### src/core/swd_pkg.sv
/*
 * Constants for the supervisor output block: watchdog periods, filter
 * and busy times, register map of the AXI4-Lite slave.
 * Assumes a 100 MHz aclk.
 */
package swd_pkg;
	localparam int unsigned CLK_MHZ          = 100;
	localparam int unsigned CLK_NS           = 10;
	// watchdog periods in microseconds per 3-bit code
	localparam int unsigned WD_BASE_US       = 6250;
	localparam int unsigned WD_MAX_US        = 102400000;
	localparam int unsigned WD_BASE_CYC      = WD_BASE_US * CLK_MHZ;
	// each code step multiplies the period by four
	localparam int unsigned WD_STEP_SHIFT    = 2;
	localparam int unsigned SPIKE_NS         = 50;
	localparam int unsigned SPIKE_CYC        = (SPIKE_NS + CLK_NS - 1) / CLK_NS;
	localparam int unsigned EE_WRITE_MS      = 11;
	localparam int unsigned EE_WRITE_CYC     = EE_WRITE_MS * 1000 * CLK_MHZ;
	localparam int unsigned EE_EXTRA_CYCLES  = 1;
	localparam int unsigned LOCKOUT_MV       = 2500;

	localparam logic [3:0] OFF_CTRL   = 4'h0;
	localparam logic [3:0] OFF_STATUS = 4'h4;
	localparam logic [3:0] OFF_EEDATA = 4'h8;

	// ctrl fields
	localparam int unsigned CTL_INIT_LSB  = 0;
	localparam int unsigned CTL_NORM_LSB  = 3;
	localparam int unsigned CTL_MR_RST    = 6;
	localparam int unsigned CTL_MR_FLT    = 7;
	localparam int unsigned CTL_OD_RST    = 8;
	localparam int unsigned CTL_OD_FLT    = 9;
	localparam int unsigned CTL_OD_WDO    = 10;
	localparam int unsigned CTL_FAULT_SW  = 11;
	localparam logic [11:0] CTL_RESET     = 12'h0c0;

	// status fields
	localparam int unsigned ST_WDO     = 0;
	localparam int unsigned ST_RST     = 1;
	localparam int unsigned ST_FLT     = 2;
	localparam int unsigned ST_BUSY    = 3;
	localparam int unsigned ST_FIRST   = 4;

	localparam logic [1:0] RESP_OKAY   = 2'b00;
	localparam logic [1:0] RESP_SLVERR = 2'b10;

	typedef enum logic [1:0] {
		SWD_EE_IDLE  = 2'b00,
		SWD_EE_WRITE = 2'b01,
		SWD_EE_EXTRA = 2'b10
	} swd_ee_e;
endpackage : swd_pkg

### src/core/swd_top.sv
/*
 * Output control of a power-supply supervisor: watchdog timer, reset and
 * fault outputs, manual reset routing, margin hold, EEPROM write busy time,
 * with an AXI4-Lite register slave.
 * Assumes aresetn low while the internal supply is below the lockout level.
 */
// How it works
// - the watchdog output goes low when no kick edge arrives within the selected period.
// - initial and normal periods are set apart, each from 6.25 ms to 102.4 s.
// - all three outputs are active low and each drives either open drain or weak pull-up.
// - reset and fault outputs follow their conditions only once supply passes lockout.
// - control bits route the manual reset to the reset output, the fault output or both.
// - an EEPROM byte write stays busy for 11 ms and EEDATA writes meanwhile get SLVERR.
// - the very first configuration write takes one extra write cycle.
// - serial data, clock and address inputs ignore pulses shorter than 50 ns.
// - a low margin input freezes all three outputs in their present states.
// - margin hold wins over manual reset when both are asserted.
`timescale 1ns/10ps
`default_nettype none
module swd_top
#(
	parameter int unsigned WD_BASE     = swd_pkg::WD_BASE_CYC,
	parameter int unsigned EE_CYC      = swd_pkg::EE_WRITE_CYC
) (
	input  wire logic        aclk,
	input  wire logic        aresetn,
	input  wire logic [3:0]  s_axil_awaddr,
	input  wire logic        s_axil_awvalid,
	output var  logic        s_axil_awready,
	input  wire logic [31:0] s_axil_wdata,
	input  wire logic [3:0]  s_axil_wstrb,
	input  wire logic        s_axil_wvalid,
	output var  logic        s_axil_wready,
	output var  logic [1:0]  s_axil_bresp,
	output var  logic        s_axil_bvalid,
	input  wire logic        s_axil_bready,
	input  wire logic [3:0]  s_axil_araddr,
	input  wire logic        s_axil_arvalid,
	output var  logic        s_axil_arready,
	output var  logic [31:0] s_axil_rdata,
	output var  logic [1:0]  s_axil_rresp,
	output var  logic        s_axil_rvalid,
	input  wire logic        s_axil_rready,
	input  wire logic        watchdog_kick_in,
	input  wire logic        manual_reset_in_n,
	input  wire logic        margin_in_n,
	input  wire logic        supply_fault_cond,
	input  wire logic        reset_cond,
	input  wire logic        serial_clock_in,
	input  wire logic        serial_data_in,
	input  wire logic        bus_address_select,
	output var  logic        serial_clock_clean,
	output var  logic        serial_data_clean,
	output var  logic        bus_address_clean,
	output var  logic        watchdog_timeout_out_n,
	output var  logic        watchdog_timeout_oe,
	output var  logic        supply_fault_out_n,
	output var  logic        supply_fault_oe,
	output var  logic        reset_out_n,
	output var  logic        reset_out_oe
);
	import swd_pkg::*;

	localparam int unsigned WDW = 36;
	localparam int unsigned EEW = 24;

	logic [11:0]     ctrl;
	logic [7:0]      eedata;
	logic            kick_q;
	logic            normal_phase;
	logic [WDW-1:0]  wd_cnt;
	logic            wdo_n;
	logic            rst_n;
	logic            flt_n;
	logic            first_done;
	logic            init_done;
	swd_ee_e         ee_state;
	logic [EEW-1:0]  ee_cnt;
	logic            aw_held;
	logic            w_held;
	logic [3:0]      aw_addr;
	logic [31:0]     w_data;
	logic [3:0]      w_strb;

	logic [2:0] raw_in;
	logic [2:0] clean_in;
	assign raw_in = {bus_address_select, serial_data_in, serial_clock_in};
	genvar gi;
	generate
		for (gi = 0; gi < 3; gi++) begin : g_filt
			swd_filter #(.LEN(SPIKE_CYC)) u_filt (
				.aclk    (aclk),
				.aresetn (aresetn),
				.raw     (raw_in[gi]),
				.init    (!init_done),
				.clean   (clean_in[gi])
			);
		end
	endgenerate

	wire [2:0]     sel_code  = normal_phase ? ctrl[CTL_NORM_LSB +: 3] : ctrl[CTL_INIT_LSB +: 3];
	wire [WDW-1:0] period    = WDW'(WD_BASE) << (WD_STEP_SHIFT * sel_code);
	wire           kick_edge = watchdog_kick_in ^ kick_q;
	wire           expire    = (wd_cnt >= period - 1'b1);

	wire margin_hold = !margin_in_n;
	wire mr_active   = !manual_reset_in_n;
	wire next_rst_n  = !(reset_cond || (mr_active && ctrl[CTL_MR_RST]));
	wire next_flt_n  = !(supply_fault_cond || ctrl[CTL_FAULT_SW] ||
	                     (mr_active && ctrl[CTL_MR_FLT]));

	// bus decode
	wire wr_go   = aw_held && w_held && !s_axil_bvalid;
	wire wr_ctrl = wr_go && aw_addr == OFF_CTRL;
	wire wr_ee   = wr_go && aw_addr == OFF_EEDATA && ee_state == SWD_EE_IDLE;
	wire wr_ok   = aw_addr == OFF_CTRL || aw_addr == OFF_EEDATA;
	wire rd_go   = s_axil_arvalid && s_axil_arready;
	wire [31:0] status = {27'h0, first_done, ee_state != SWD_EE_IDLE, flt_n, rst_n, wdo_n};
	wire [31:0] rd_mux = (s_axil_araddr == OFF_CTRL)   ? {20'h0, ctrl}   :
	                     (s_axil_araddr == OFF_STATUS) ? status          :
	                     (s_axil_araddr == OFF_EEDATA) ? {24'h0, eedata} : 32'h0;
	wire rd_ok   = s_axil_araddr == OFF_CTRL || s_axil_araddr == OFF_STATUS ||
	               s_axil_araddr == OFF_EEDATA;
	wire ee_end  = ee_cnt == EEW'(EE_CYC - 1);

	always_ff @(posedge aclk) begin
		if (!aresetn) begin
			kick_q       <= 1'b0;
			wd_cnt       <= '0;
			normal_phase <= 1'b0;
			init_done    <= 1'b0;
		end else begin
			kick_q    <= watchdog_kick_in;
			init_done <= 1'b1;
			if (!init_done || kick_edge) begin
				wd_cnt <= '0;
				if (init_done)
					normal_phase <= 1'b1;
			end else if (!expire) begin
				wd_cnt <= wd_cnt + 1'b1;
			end
		end
	end

	always_ff @(posedge aclk) begin
		if (!aresetn) begin
			wdo_n <= 1'b1;
			rst_n <= 1'b0;
			flt_n <= 1'b0;
		end else if (!margin_hold) begin
			wdo_n <= !(init_done && expire && !kick_edge);
			rst_n <= next_rst_n;
			flt_n <= next_flt_n;
		end
	end

	// active low, open drain or pull-up
	always_ff @(posedge aclk) begin
		if (!aresetn) begin
			watchdog_timeout_out_n <= 1'b1;
			watchdog_timeout_oe    <= 1'b0;
			reset_out_n            <= 1'b0;
			reset_out_oe           <= 1'b1;
			supply_fault_out_n     <= 1'b0;
			supply_fault_oe        <= 1'b1;
			serial_clock_clean     <= 1'b0;
			serial_data_clean      <= 1'b0;
			bus_address_clean      <= 1'b0;
		end else begin
			watchdog_timeout_out_n <= wdo_n;
			watchdog_timeout_oe    <= !wdo_n || !ctrl[CTL_OD_WDO];
			reset_out_n            <= rst_n;
			reset_out_oe           <= !rst_n || !ctrl[CTL_OD_RST];
			supply_fault_out_n     <= flt_n;
			supply_fault_oe        <= !flt_n || !ctrl[CTL_OD_FLT];
			serial_clock_clean     <= clean_in[0];
			serial_data_clean      <= clean_in[1];
			bus_address_clean      <= clean_in[2];
		end
	end

	always_ff @(posedge aclk) begin
		if (!aresetn) begin
			ee_state   <= SWD_EE_IDLE;
			ee_cnt     <= '0;
			first_done <= 1'b0;
		end else begin
			case (ee_state)
				SWD_EE_IDLE: begin
					ee_cnt <= '0;
					if (wr_ee)
						ee_state <= SWD_EE_WRITE;
				end
				SWD_EE_WRITE: begin
					ee_cnt <= ee_end ? '0 : ee_cnt + 1'b1;
					if (ee_end) begin
						ee_state   <= first_done ? SWD_EE_IDLE : SWD_EE_EXTRA;
						first_done <= 1'b1;
					end
				end
				SWD_EE_EXTRA: begin
					ee_cnt <= ee_end ? '0 : ee_cnt + 1'b1;
					if (ee_end)
						ee_state <= SWD_EE_IDLE;
				end
				default: ee_state <= SWD_EE_IDLE;
			endcase
		end
	end

	// AXI4-Lite write path
	always_ff @(posedge aclk) begin
		if (!aresetn) begin
			aw_held        <= 1'b0;
			w_held         <= 1'b0;
			aw_addr        <= '0;
			w_data         <= '0;
			w_strb         <= '0;
			s_axil_awready <= 1'b0;
			s_axil_wready  <= 1'b0;
			s_axil_bvalid  <= 1'b0;
			s_axil_bresp   <= RESP_OKAY;
			ctrl           <= CTL_RESET;
			eedata         <= '0;
		end else begin
			s_axil_awready <= !aw_held && !s_axil_awready && s_axil_awvalid;
			s_axil_wready  <= !w_held && !s_axil_wready && s_axil_wvalid;
			if (s_axil_awvalid && s_axil_awready) begin
				aw_held <= 1'b1;
				aw_addr <= s_axil_awaddr;
			end
			if (s_axil_wvalid && s_axil_wready) begin
				w_held <= 1'b1;
				w_data <= s_axil_wdata;
				w_strb <= s_axil_wstrb;
			end
			if (wr_go) begin
				aw_held       <= 1'b0;
				w_held        <= 1'b0;
				s_axil_bvalid <= 1'b1;
				s_axil_bresp  <= (wr_ok && (aw_addr != OFF_EEDATA || wr_ee)) ?
				                 RESP_OKAY : RESP_SLVERR;
			end else if (s_axil_bready) begin
				s_axil_bvalid <= 1'b0;
			end
			if (wr_ctrl && w_strb[0])
				ctrl[7:0] <= w_data[7:0];
			if (wr_ctrl && w_strb[1])
				ctrl[11:8] <= w_data[11:8];
			if (wr_ee && w_strb[0])
				eedata <= w_data[7:0];
		end
	end

	// AXI4-Lite read path
	always_ff @(posedge aclk) begin
		if (!aresetn) begin
			s_axil_arready <= 1'b0;
			s_axil_rvalid  <= 1'b0;
			s_axil_rdata   <= '0;
			s_axil_rresp   <= RESP_OKAY;
		end else begin
			s_axil_arready <= !s_axil_arready && !s_axil_rvalid && s_axil_arvalid;
			if (rd_go) begin
				s_axil_rvalid <= 1'b1;
				s_axil_rdata  <= rd_mux;
				s_axil_rresp  <= rd_ok ? RESP_OKAY : RESP_SLVERR;
			end else if (s_axil_rready) begin
				s_axil_rvalid <= 1'b0;
			end
		end
	end
endmodule : swd_top
`default_nettype wire

### src/core/swd_filter.sv
/*
 * Spike filter: a level is accepted only after it has stood for LEN
 * consecutive cycles, or at once while init is high. Input is synchronous to aclk.
 */
`timescale 1ns/10ps
`default_nettype none
module swd_filter #(
	parameter int unsigned LEN = 5
) (
	input  wire logic aclk,
	input  wire logic aresetn,
	input  wire logic raw,
	input  wire logic init,
	output var  logic clean
);
	logic [$clog2(LEN+1)-1:0] run;
	wire                      same  = (raw == clean);
	wire                      done  = (run == ($clog2(LEN+1))'(LEN - 1));

	always_ff @(posedge aclk) begin
		if (!aresetn) begin
			clean <= 1'b0;
			run   <= '0;
		end else if (init) begin
			clean <= raw;
			run   <= '0;
		end else if (same) begin
			run <= '0;
		end else if (done) begin
			clean <= raw;
			run   <= '0;
		end else begin
			run <= run + 1'b1;
		end
	end
endmodule : swd_filter
`default_nettype wire

### config.mk
export PLATFORM = sky130hd
export DESIGN_NAME = swd_top
export DESIGN_NICKNAME = d
export VERILOG_FILES = /design/src/core/swd_pkg.sv /design/src/core/swd_top.sv /design/src/core/swd_filter.sv
export SDC_FILE = /design/constraint.sdc
export NUM_CORES = 1
export LEC_CHECK = 0
export BUFFER_PORTS_ARGS = -buffer_cell sky130_fd_sc_hd__buf_2
export CORE_ASPECT_RATIO = 0.8
export CORE_MARGIN = 4
export CORE_UTILIZATION = 35
export DETAILED_ROUTE_END_ITERATION = 12
export HOLD_SLACK_MARGIN = 0.15
export SKIP_LAST_GASP = 1
export SYNTH_ARGS = -nofsm -noshare
export SYNTH_HDL_FRONTEND = slang
export SYNTH_HIERARCHICAL = 1
export SYNTH_SLANG_ARGS = --single-unit
### constraint.sdc
create_clock -name aclk -period 11.1 [get_ports aclk]
set_input_delay 2.22 -clock aclk [delete_from_list [all_inputs] [get_ports aclk]]
set_output_delay 2.22 -clock aclk [all_outputs]
set_load 0.02 [all_outputs]
## Word-level counts from Yosys, hierarchy flattened

Index checks and enable logic that the tools add are counted.
Widths: inputs -> output; s select.

- Bits in read-only memories: 0
- Word-level logic and storage cells: 172
- Bits in writable memories: 0
- Output and inout bits: 50
- Memories: 0
- Latch bits: 0
- Flip-flop bits (word level): 171

- $add $sub $neg: 6
- Shift-type cells: 1
- Reduce and logical (&&, ||, !) cells: 71
- Div/mod/pow operators: 0
- Equality and inequality tests: 22
- Magnitude comparators: 1
- Bitwise gates (word level): 3
- Multipliers: 0
- Muxes and demuxes: 27

Operators with widths:

| operator | count |
|---|---|
| $pmux 24 s2 | 1 |
| $add 36x1->36 const B | 1 |
| $ge 36x36->1 | 1 |
| $shl 20x4->36 const A | 1 |
| $sub 36x1->36 const B | 1 |
| $add 24x1->24 const B | 1 |
| $eq 24x21->1 const B | 1 |
| $mux 24 | 1 |
| $logic_and 1x1->1 | 22 |
| $logic_not 1->1 | 19 |
| $mux 8 | 2 |
| $mux 1 | 14 |
| $mux 12 | 1 |
| $mux 2 | 6 |
| $ne 2x2->1 const B | 6 |
| $reduce_or 4->1 | 3 |
| $logic_or 1x1->1 | 11 |
| $reduce_and 2->1 | 5 |
| $add 3x1->3 const B | 3 |
| $eq 3x3->1 const B | 3 |
| $eq 4x4->1 const B | 2 |
| $logic_not 4->1 | 2 |
| $reduce_bool 2->1 | 4 |
| $ne 2x1->1 const B | 3 |
| other kinds (12) | 17 |

## Longest topological paths before layout

Gate-level depths: netlist of the first run.

- Depth after elaboration: 7
- Mapped depth: 20

## Cells and area by module

Netlist of the first run, hierarchy kept.

Modules (own cells, without submodules):

| module | area an instance (µm²) | cells an instance | times used | sequential area each (µm²) |
|---|---|---|---|---|
| swd_top | 7,245.7 | 856 | 1 | 2,742.6 |
| swd_filter | 187.7 | 19 | 3 | 80.1 |

## Worst setup path after synthesis of the first run

No wires, ideal clock.

- Path type: register -> register
- From: register normal_phase
- To: register wd_cnt[4]
- Data arrival time: 4,207 ps
- Required time: 10,968 ps
- Buffers on the path: 3
- Slack: 6,761 ps
- Cell stages (with the launch flop): 17
- Clock period less this slack: 4,339 ps
- Path through: dfxtp_1 -> clkbuf_1 -> mux2i_1 -> inv_1 -> ha_1 -> nor3_1 -> nor3_1 -> xor2_1 -> ha_1 -> and4_1 -> a221o_1 -> a2111o_1 -> o221a_4 -> clkbuf_1 -> clkbuf_1 -> o31ai_1 -> a21oi_1

- Longest elaborated chain between the ends: 4

Ends and longest elaborated chain:

| element | line | text |
|---|---|---|
| start: declaration | swd_top.sv:70 | `logic normal_phase;` |
| start signal: assignment | swd_top.sv:130 | `normal_phase <= 1'b0;` |
| start signal: assignment | swd_top.sv:138 | `normal_phase <= 1'b1;` |
| $mux 3 | swd_top.sv:101 | `wire [2:0] sel_code = normal_phase ? ctrl[CTL_NORM_LSB +: 3] : ctrl[CTL_INIT_LSB +: 3];` |
| $shl 20x4->36 | swd_top.sv:102 | `wire [WDW-1:0] period = WDW'(WD_BASE) << (WD_STEP_SHIFT * sel_code);` |
| $sub 36x1->36 | swd_top.sv:104 | `wire expire = (wd_cnt >= period - 1'b1);` |
| $ge 36x36->1 | swd_top.sv:104 |  |
| end signal: assignment | swd_top.sv:140 | `wd_cnt <= wd_cnt + 1'b1;` |
| end: declaration | swd_top.sv:71 | `logic [WDW-1:0] wd_cnt;` |

Every way passes these cells.
A chain may end at the register's enable or synchronous reset.

## Worst setup path after layout of the first run

- From: register normal_phase
- To: register wd_cnt[21]

The elaborated chain is that of the path after synthesis.

==> run metrics, run 1 <==
most common cell in the netlist dfxtp_1; Placer Congestion 0.845; cts hold-fix bufs 0; First-pass DRT Iterations 5; Reg power frac 0.477; pwr dens 130 nW/um2; Mapped Area 7810 um2; clock sink total 149; Tot GR Track Use 0.143; vias in the first global route 5822; Synth Flop Type dfxtp_1; post-detail-place hpwl 12400 um; number of antenna violations at the first check in global routing 0; Synth top area share 0.382; Critical Path AT 4.99 ns; Port-buffer cells 64; vias per std cell 5.04; routed via count 6406; Int Pwr 0.000870 W; Post-synth EDFFs 0; Setup Buffers After CTS 0; Met2 Wirelength 7060 um; startpoint types flop; fin nets 1069; P_leak 3.43 nW; Logic pwr share 0.043; Area contributors post-synth dfxtp_1 38%, ha_1 8.5%, nand2_1 5.7%; DRT met1 WL 9280 um; Num CTS Buffers 17; Setup TNS 0 ns; Antenna Nets Post-Route 0; gr ovfl total 0; leading area contributor after synthesis dfxtp_1; setup violators final 0; Post-Place Worst Slack 6.54 ns; sw frac 0.243; crit path max fanout 63; VDD IR max 0.0000891 V; Synth cell types 53; Die Width 175 um; Max-Cap Viols 0; required time worst endpoint 11.45 ns; Final Core Density 0.407; Worst slew margin 0.332; Layout area overhead 13.2%; met3 WL post-DR 1110 um; final wirelength 17700 um; Root Buffer clkbuf_16; syn avg cell area 8.55 um2; CTS Buffer Depth 2; clock latency on the worst-skew pair 0.43 ns; period utilisation layout 0.418; crit-path cells mux2i_1, buf_4, inv_1, ha_1, nor3_1, nor3_1, xor2_1, ha_1, and4_1, a221o_1, a2111o_1, o221a_4, or4_1, a21oi_1; CP peak stage delay 0.57 ns; CP Capture Type flop; Post-Syn Instances 913; row count 48; YS warnings 6; layout cells sized above 1 0.113; minimum clock period 4.63 ns; Worst-path clk slew 0.06 ns; CP Class flop to flop; async set-reset flop share out of synthesis 0; RSZ-0062 raised after global routing false; Hold Crit Class flop to flop; synth cell count leaders 149 x dfxtp_1, 118 x nand2_1, 53 x ha_1; H-tree depth 4; DRC 0; initial core utilization 0.359; Hold Violations, Final 0; Least-Margin Pin Slew 0.999 ns; PostCTS Resize Cnt 0; sequential area share after synthesis 0.382; status complete, no violations; Slew Limit Fails 0; final worst setup slack 6.47 ns; IO Count 109; DR top layer met4; Die Y 142 um; CP max stage cell or4_1; Synth Register Bits 149; Initial DRC Count 474; core area 21700 um2; die footprint 24800 um2; Setup Skew 0.0137 ns; largest net degree at the start of global routing 88; ANT cells 0; Psw 0.000279 W; TritonCTS clock tree done; f_max 216 MHz; Clock Power Share 0.480; WL per Instance 13.9 um; first-pass GRT wire length 29300 um
-- placed cells by master, fill, tap and decap left out, drive strengths merged, types with 3 or more instances in the layout --
master  count
and3       16
clkinv      6
a21oi      52
o21a        3
nor3       21
mux2i      31
a21boi     34
o31ai      25
and2       15
xnor2      16
or4        27
nor2       45
clkbuf     18
dfxtp     149
nor2b      29
nand2     118
inv        32
conb       22
ha         53
nor4       17
nand4      18
nand3      44
or3         4
xor2       16
buf        70
a21o        9
o21ai      26
and4        6
nand2b     11
nor4b       4
a22oi       9
-- sequential cells by signal, summed over array words and instances (netlist names), 2 cells and up --
register,count
w_data,12
g_filt.u_filt/clean,3
ctrl,12
s_axil_rdata,12
aw_addr,4
wd_cnt,36
ee_cnt,24
w_strb,2
g_filt.u_filt/run,9
ee_state,2
eedata,8
-- stage by stage --
step	power [W]	instance area, um2	hold slack [ns]	cells
final	0.00115	8840	0.419	1270
after global routing	0.00119	8840	0.437	1270
after CTS	0.00117	8840	0.423	1270
after detailed placement	0.000610	8290	0.405	1238
after global placement	0.000609	8290	0.408	1238
after floorplan	0.000598	7890	0.371	934
-- cell type report --
class                      instances  area [um2]
clock buffer                      18         429
clock inverter                    14         125
fill                            2200       12900
inverter                          27         101
multi-input combinational        692        4460
sequential                       149        2980
tap                              300         375
timing repair buffer              70         365
-- logic make-up (layout without fill, tap and decap cells) --
family	after synthesis	count (layout)	share of synthesized area
other	1	22	0.000480
AOI/OAI and AO/OA	172	172	0.144
and+or+nand+nor	381	381	0.254
adders and majority gates	53	53	0.0849
buffers and inverters	93	129	0.0574
xor gates and xnor gates	32	32	0.0359
DFF	149	149	0.382
muxes	32	32	0.0412
-- per-layer routing --
| layer | up-vias | global-route usage |
|---|---|---|
| met5 | - | 0 |
| met2 | 147 | 0.198 |
| li1 | 3320 | - |
| met3 | 22 | 0.0421 |
| met4 | 0 | 0.0417 |
| met1 | 2917 | 0.213 |
-- power by group through the flow --
stage | logic [W] | clock network (W) | registers [W]
detailed placement | 0.0000501 | 0 | 0.000560
floorplan | 0.0000382 | 0 | 0.000560
global route | 0.0000551 | 0.000585 | 0.000549
CTS | 0.0000503 | 0.000568 | 0.000548
finish | 0.0000496 | 0.000551 | 0.000548
global placement | 0.0000498 | 0 | 0.000560
-- worst max-delay path, delay by kind of cell (launching register included) --
family	cells	cell delay [ns]
buffers and inverters	2	0.43
adder cells (fa/ha/maj)	2	0.63
multiplexers	1	0.12
AND/OR/NAND/NOR	4	1.24
XOR/XNOR	1	0.19
AO/OA/AOI/OAI	4	1.40
flip-flops	1	0.49
-- worst paths after layout --
kind,start,to,slack (ns),cells past startpoint
worst max-delay path,normal_phase,wd_cnt[21],6.47,14
worst min-delay path,ctrl[9],supply_fault_oe,0.42,1
worst max register to register,normal_phase,wd_cnt[21],6.47,14
worst min register to register,ctrl[9],supply_fault_oe,0.42,1
(Power assumes the default switching activity.)
==> run 2: changes to the inputs <==
==> constraint.sdc (replaced) <==
create_clock -name aclk -period 3.8 [get_ports aclk]
set_input_delay 0.76 -clock aclk [delete_from_list [all_inputs] [get_ports aclk]]
set_output_delay 0.76 -clock aclk [all_outputs]
set_load 0.02 [all_outputs]
==> run 2 against run 1 <==
Effect of this change:
- the flow now finishes with violations (negative setup slack)
- clock skew fell by 0.0021 ns
- clock power rose to 3.0 times the previous value
- critical path depth rose by 2
- largest power group unchanged
- worst hold slack got worse by 0.0026 ns
- fmax rose by 20%
- critical endpoint is now wd_cnt[19]
- critical path type unchanged
==> run metrics, run 2 (synthesis results as in run 1) <==
Slew Limit Fails 0; startpoint types flop; Worst slew margin 0.407; Hold Crit Class flop to flop; Min-Delay Endpoint reset_out_oe; worst hold start ctrl[8]; clock latency on the worst-skew pair 0.43 ns; First-pass DRT Iterations 6; IO Count 109; P_leak 3.73 nW; Fin Hold WS 0.416 ns; Least-Margin Pin Slew 0.890 ns; Num CTS Buffers 17; gr ovfl total 0; Critical Path AT 4.20 ns; minimum clock period 3.85 ns; vias in the first global route 5907; FF-to-FF setup slack -0.05 ns; Die Width 175 um; die footprint 24800 um2; pwr dens 361 nW/um2; row count 48; core area 21700 um2; CP Class flop to flop; cell count of the worst reg-to-reg path 16; Layout area overhead 21.5%; Initial DRC Count 304; status complete, but fails checks; Placer Congestion 0.834; WL per Instance 13.9 um; max reg flops 36; clock sink total 149; commonest non-fill, non-tap cells in the layout 148 x dfxtp_1, 118 x nand2_1, 64 x buf_2; final wirelength 18400 um; Max-Cap Viols 0; Setup Skew 0.0116 ns; Worst-path clk slew 0.07 ns; TritonCTS clock tree done; Tot GR Track Use 0.147; DRC 0; fin nets 1120; routed via count 6626; crit path max fanout 27; initial core utilization 0.359; most common cell after layout, fill and taps aside dfxtp_1; first-pass GRT wire length 29900 um; final worst setup slack -0.0492 ns; Port-buffer cells 64; setup violators final 24; number of antenna violations at the first check in global routing 2; reg2reg start normal_phase; post-detail-place hpwl 13400 um; Hold Violations, Final 0; Antenna Nets Post-Route 0; required time worst endpoint 4.15 ns; Root Buffer clkbuf_16; Regs by FF count wd_cnt: 36 flops, ee_cnt: 24 flops; RSZ-0062 raised after global routing true; largest net degree at the start of global routing 45; CTS Buffer Depth 2; H-tree depth 4; layout cells sized above 1 0.187; period utilisation layout 1.01; Die Y 142 um; f_max 260 MHz; Setup TNS -0.604 ns; CP Capture Type flop; R2R Path End wd_cnt[19]; Hold Path Depth 1; VDD IR max 0.000274 V; vias per std cell 5.02; cts hold-fix bufs 0; Biggest register wd_cnt; ANT cells 0; failing checks negative setup slack
[run 2: changes by cell type in the layout (fill, tap and decap cells not counted), moves of 5 or more]
| cell | before | now |
|---|---|---|
| clkinv_2 | 5 | 0 |
| a21oi_2 | 1 | 8 |
| buf_4 | 6 | 52 |
| or4_1 | 27 | 21 |
| nor3_1 | 21 | 15 |
| or4_4 | 0 | 6 |
| a21oi_1 | 51 | 44 |
[run 2: layer usage]
layer | GRT usage | up-vias | part of all wire
li1 | - | 3398 | -
met1 | 0.221 | 3104 | 0.52
met2 | 0.205 | 99 | 0.41
met3 | 0.0405 | 21 | 0.053
met4 | 0.0401 | 4 | 0.011
met5 | 0 | - | 0.0014
[run 2: worst max-delay path by stage]
stage | start | end | slack, ns | depth (start not counted)
3_3_place_gp | normal_phase | wd_cnt[33] | -0.19 | 16
2_1_floorplan | normal_phase | wd_cnt[33] | 0.02 | 16
5_1_grt | normal_phase | wd_cnt[8] | -0.19 | 15
6_report | normal_phase | wd_cnt[19] | -0.05 | 16
3_5_place_dp | normal_phase | wd_cnt[20] | -0.27 | 15
4_1_cts | normal_phase | wd_cnt[26] | -0.03 | 15
[run 2: cell type report]
cell class,count,area [um2]
tap,300,375
clock inverter,14,159
multi-input combinational,692,4630
fill,2164,12300
timing repair buffer,121,793
inverter,27,106
clock buffer,18,439
sequential,149,2990
[run 2: timing repair]
action,in CTS,in global routing
gates resized for setup,6,24
pin swaps,1,16
setup endpoints to repair,35,35
buffers inserted,5,2
hold endpoints to repair,0,0
[run 2: power breakdown]
group	switching [W]	internal [W]	leakage (nW)	total, W
clock	0.000775	0.000898	0.289	0.00167
combinational	0.0000958	0.0000543	2.24	0.000150
sequential	0.0000173	0.00158	1.21	0.00160
total	0.000888	0.00253	3.73	0.00342
[run 2: stage by stage]
step           std cells   util  total power, W  setup WS, ns  instance area (um2)
2_1_floorplan        934      -         0.00175        0.0196                 7970
3_3_place_gp        1282  0.401         0.00178        -0.187                 8720
3_5_place_dp        1282  0.401         0.00179        -0.269                 8720
4_1_cts             1319  0.431         0.00347       -0.0260                 9380
5_1_grt             1321  0.436         0.00356        -0.189                 9490
6_report            1321  0.436         0.00342       -0.0492                 9490
[run 2: worst max-delay path, cell delays in order, from the launching register on]
cell and delay [ns]:
dfxtp_4 0.39, mux2i_4 0.27, buf_6 0.14, inv_4 0.04, ha_4 0.17, nor3_4 0.16, nor3_2 0.07, xor2_1 0.16
ha_1 0.32, a21oi_2 0.13, nand2_1 0.06, a221o_1 0.36, a2111o_1 0.42, o221a_4 0.27, buf_12 0.17, or4_1 0.50
a21oi_1 0.14
==> run 3: changes to the inputs <==
--- a/config.mk
+++ b/config.mk
@@ -8,7 +8,7 @@
 export BUFFER_PORTS_ARGS = -buffer_cell sky130_fd_sc_hd__buf_2
 export CORE_ASPECT_RATIO = 0.8
 export CORE_MARGIN = 4
-export CORE_UTILIZATION = 35
+export CORE_UTILIZATION = 40
 export DETAILED_ROUTE_END_ITERATION = 12
 export HOLD_SLACK_MARGIN = 0.15
 export SKIP_LAST_GASP = 1
==> run 3 against run 2 <==
Effect of this change:
- the flow still finishes with violations (negative setup slack)
- clock-buffer cell count shrank 1
- total power grew 0.66%
- core utilization grew 6.0 points
- via count shrank 0.23%
- routed wire length shrank 0.59%
- combinational power is essentially flat
- die area shrank 12%
- first-iteration DRC count grew 46%
- critical path type unchanged
- largest cell class unchanged
==> run metrics, run 3 (synthesis results as in run 1) <==
Hold Path Depth 1; Design Area, Final 9480 um2; clock latency on the worst-skew pair 0.43 ns; VDD IR max 0.000275 V; First-pass DRT Iterations 5; Placer Congestion 0.828; WL per Instance 14.3 um; TritonCTS clock tree done; P_leak 3.72 nW; Biggest register wd_cnt; H-tree depth 4; clock sink total 149; setup violators final 31; largest net degree at the start of global routing 86; Die Y 133 um; post-detail-place hpwl 12900 um; routed via count 6611; final wirelength 18300 um; Setup Skew 0.0134 ns; fin nets 1116; Hold Violations, Final 0; CP Capture Type flop; cell count of the worst reg-to-reg path 16; core area 19100 um2; layout cells sized above 1 0.181; RSZ-0062 raised after global routing true; vias per std cell 5.19; cts hold-fix bufs 0; Critical Path AT 4.35 ns; crit path max fanout 21; Post-Place Worst Slack -0.230 ns; most common cell after layout, fill and taps aside dfxtp_1; Port-buffer cells 64; commonest non-fill, non-tap cells in the layout 148 x dfxtp_1, 118 x nand2_1, 64 x buf_2; Regs by FF count wd_cnt: 36 flops, ee_cnt: 24 flops; initial core utilization 0.409; Hold Crit Class flop to flop; R2R Path End wd_cnt[13]; f_max 251 MHz; row count 45; Least-Margin Pin Slew 0.902 ns; Setup TNS -4.38 ns; DRC 0; Num CTS Buffers 17; Slew Limit Fails 0; status complete, but fails checks; IO Count 109; Antenna Nets Post-Route 0; gr ovfl total 0; Root Buffer clkbuf_16; minimum clock period 3.99 ns; Worst slew margin 0.394; CTS Buffer Depth 2; Worst-path clk slew 0.07 ns; number of antenna violations at the first check in global routing 0; Layout area overhead 21.4%; Die Width 164 um; pwr dens 364 nW/um2; CP Class flop to flop; startpoint types flop; Initial DRC Count 445; first-pass GRT wire length 30600 um; max reg flops 36; ANT cells 0; final worst setup slack -0.189 ns; failing checks negative setup slack; vias in the first global route 6156; required time worst endpoint 4.16 ns; die footprint 21800 um2; reg2reg start normal_phase; Min-Delay Endpoint reset_out_oe; worst hold start ctrl[8]; Tot GR Track Use 0.171; FF-to-FF setup slack -0.19 ns; period utilisation layout 1.05; Area after DPL 8650 um2; Max-Cap Viols 0
==> run 3: where the power goes <==
part,total [W],leakage [nW],switching [W],internal [W]
registers,0.00160,1.21,0.0000163,0.00158
logic,0.000153,2.22,0.0000961,0.0000573
clock network,0.00169,0.290,0.000804,0.000890
total,0.00344,3.72,0.000916,0.00253
==> run 3: repair_timing <==
| item | in CTS | in global routing |
|---|---|---|
| setup buffers | 5 | 3 |
| pin swaps | 15 | 18 |
| resized for setup | 15 | 13 |
| endpoints found under the setup margin | 34 | 35 |
| cloned | 1 | 0 |
==> run 3: layer usage <==
metal  GRT usage  up-vias  wire length [um]
met2       0.241      143              7560
li1            -     3385                 -
met3      0.0430       11              1230
met1       0.254     3072              9310
met5           0        -                 0
met4      0.0508        0               188
==> run 3: through the flow <==
stage                      util  hold WS [ns]  power, W  std cells
after detailed placement  0.453         0.418   0.00179       1234
after global placement    0.453         0.404   0.00179       1234
after CTS                 0.492         0.437   0.00349       1272
after floorplan               -         0.371   0.00175        934
after global routing      0.496         0.466   0.00357       1275
final                     0.496         0.430   0.00344       1275
==> run 3: cell type report <==
cell class | count | area [um2]
Timing Repair Buffer | 117 | 813
Clock inverter | 15 | 178
Sequential cell | 149 | 2980
Fill cell | 1828 | 9610
Clock buffer | 17 | 425
Tap cell | 258 | 323
Multi-Input combinational cell | 692 | 4650
Inverter | 27 | 106
==> run 3: how the worst max path moves through the flow <==
stage / start / end / slack [ns] / cells past startpoint
after global placement: normal_phase / wd_cnt[28] / -0.19 / 15
after detailed placement: normal_phase / wd_cnt[15] / -0.23 / 15
final: normal_phase / wd_cnt[13] / -0.19 / 16
after global routing: normal_phase / wd_cnt[25] / -0.41 / 16
after floorplan: normal_phase / wd_cnt[33] / 0.02 / 16
after CTS: normal_phase / wd_cnt[3] / -0.16 / 15
==> run 3: critical path, stage by stage (launching register included) <==
cell and delay (ns):
dfxtp_2 0.35, buf_12 0.12, mux2i_4 0.40, inv_4 0.10
ha_4 0.20, nor3_4 0.11, nor3_2 0.08, xor2_1 0.17
ha_1 0.34, a21oi_2 0.15, nand2_1 0.06, a221o_1 0.36
a2111o_1 0.39, o221a_4 0.29, buf_12 0.17, or4_1 0.50
a21oi_1 0.14
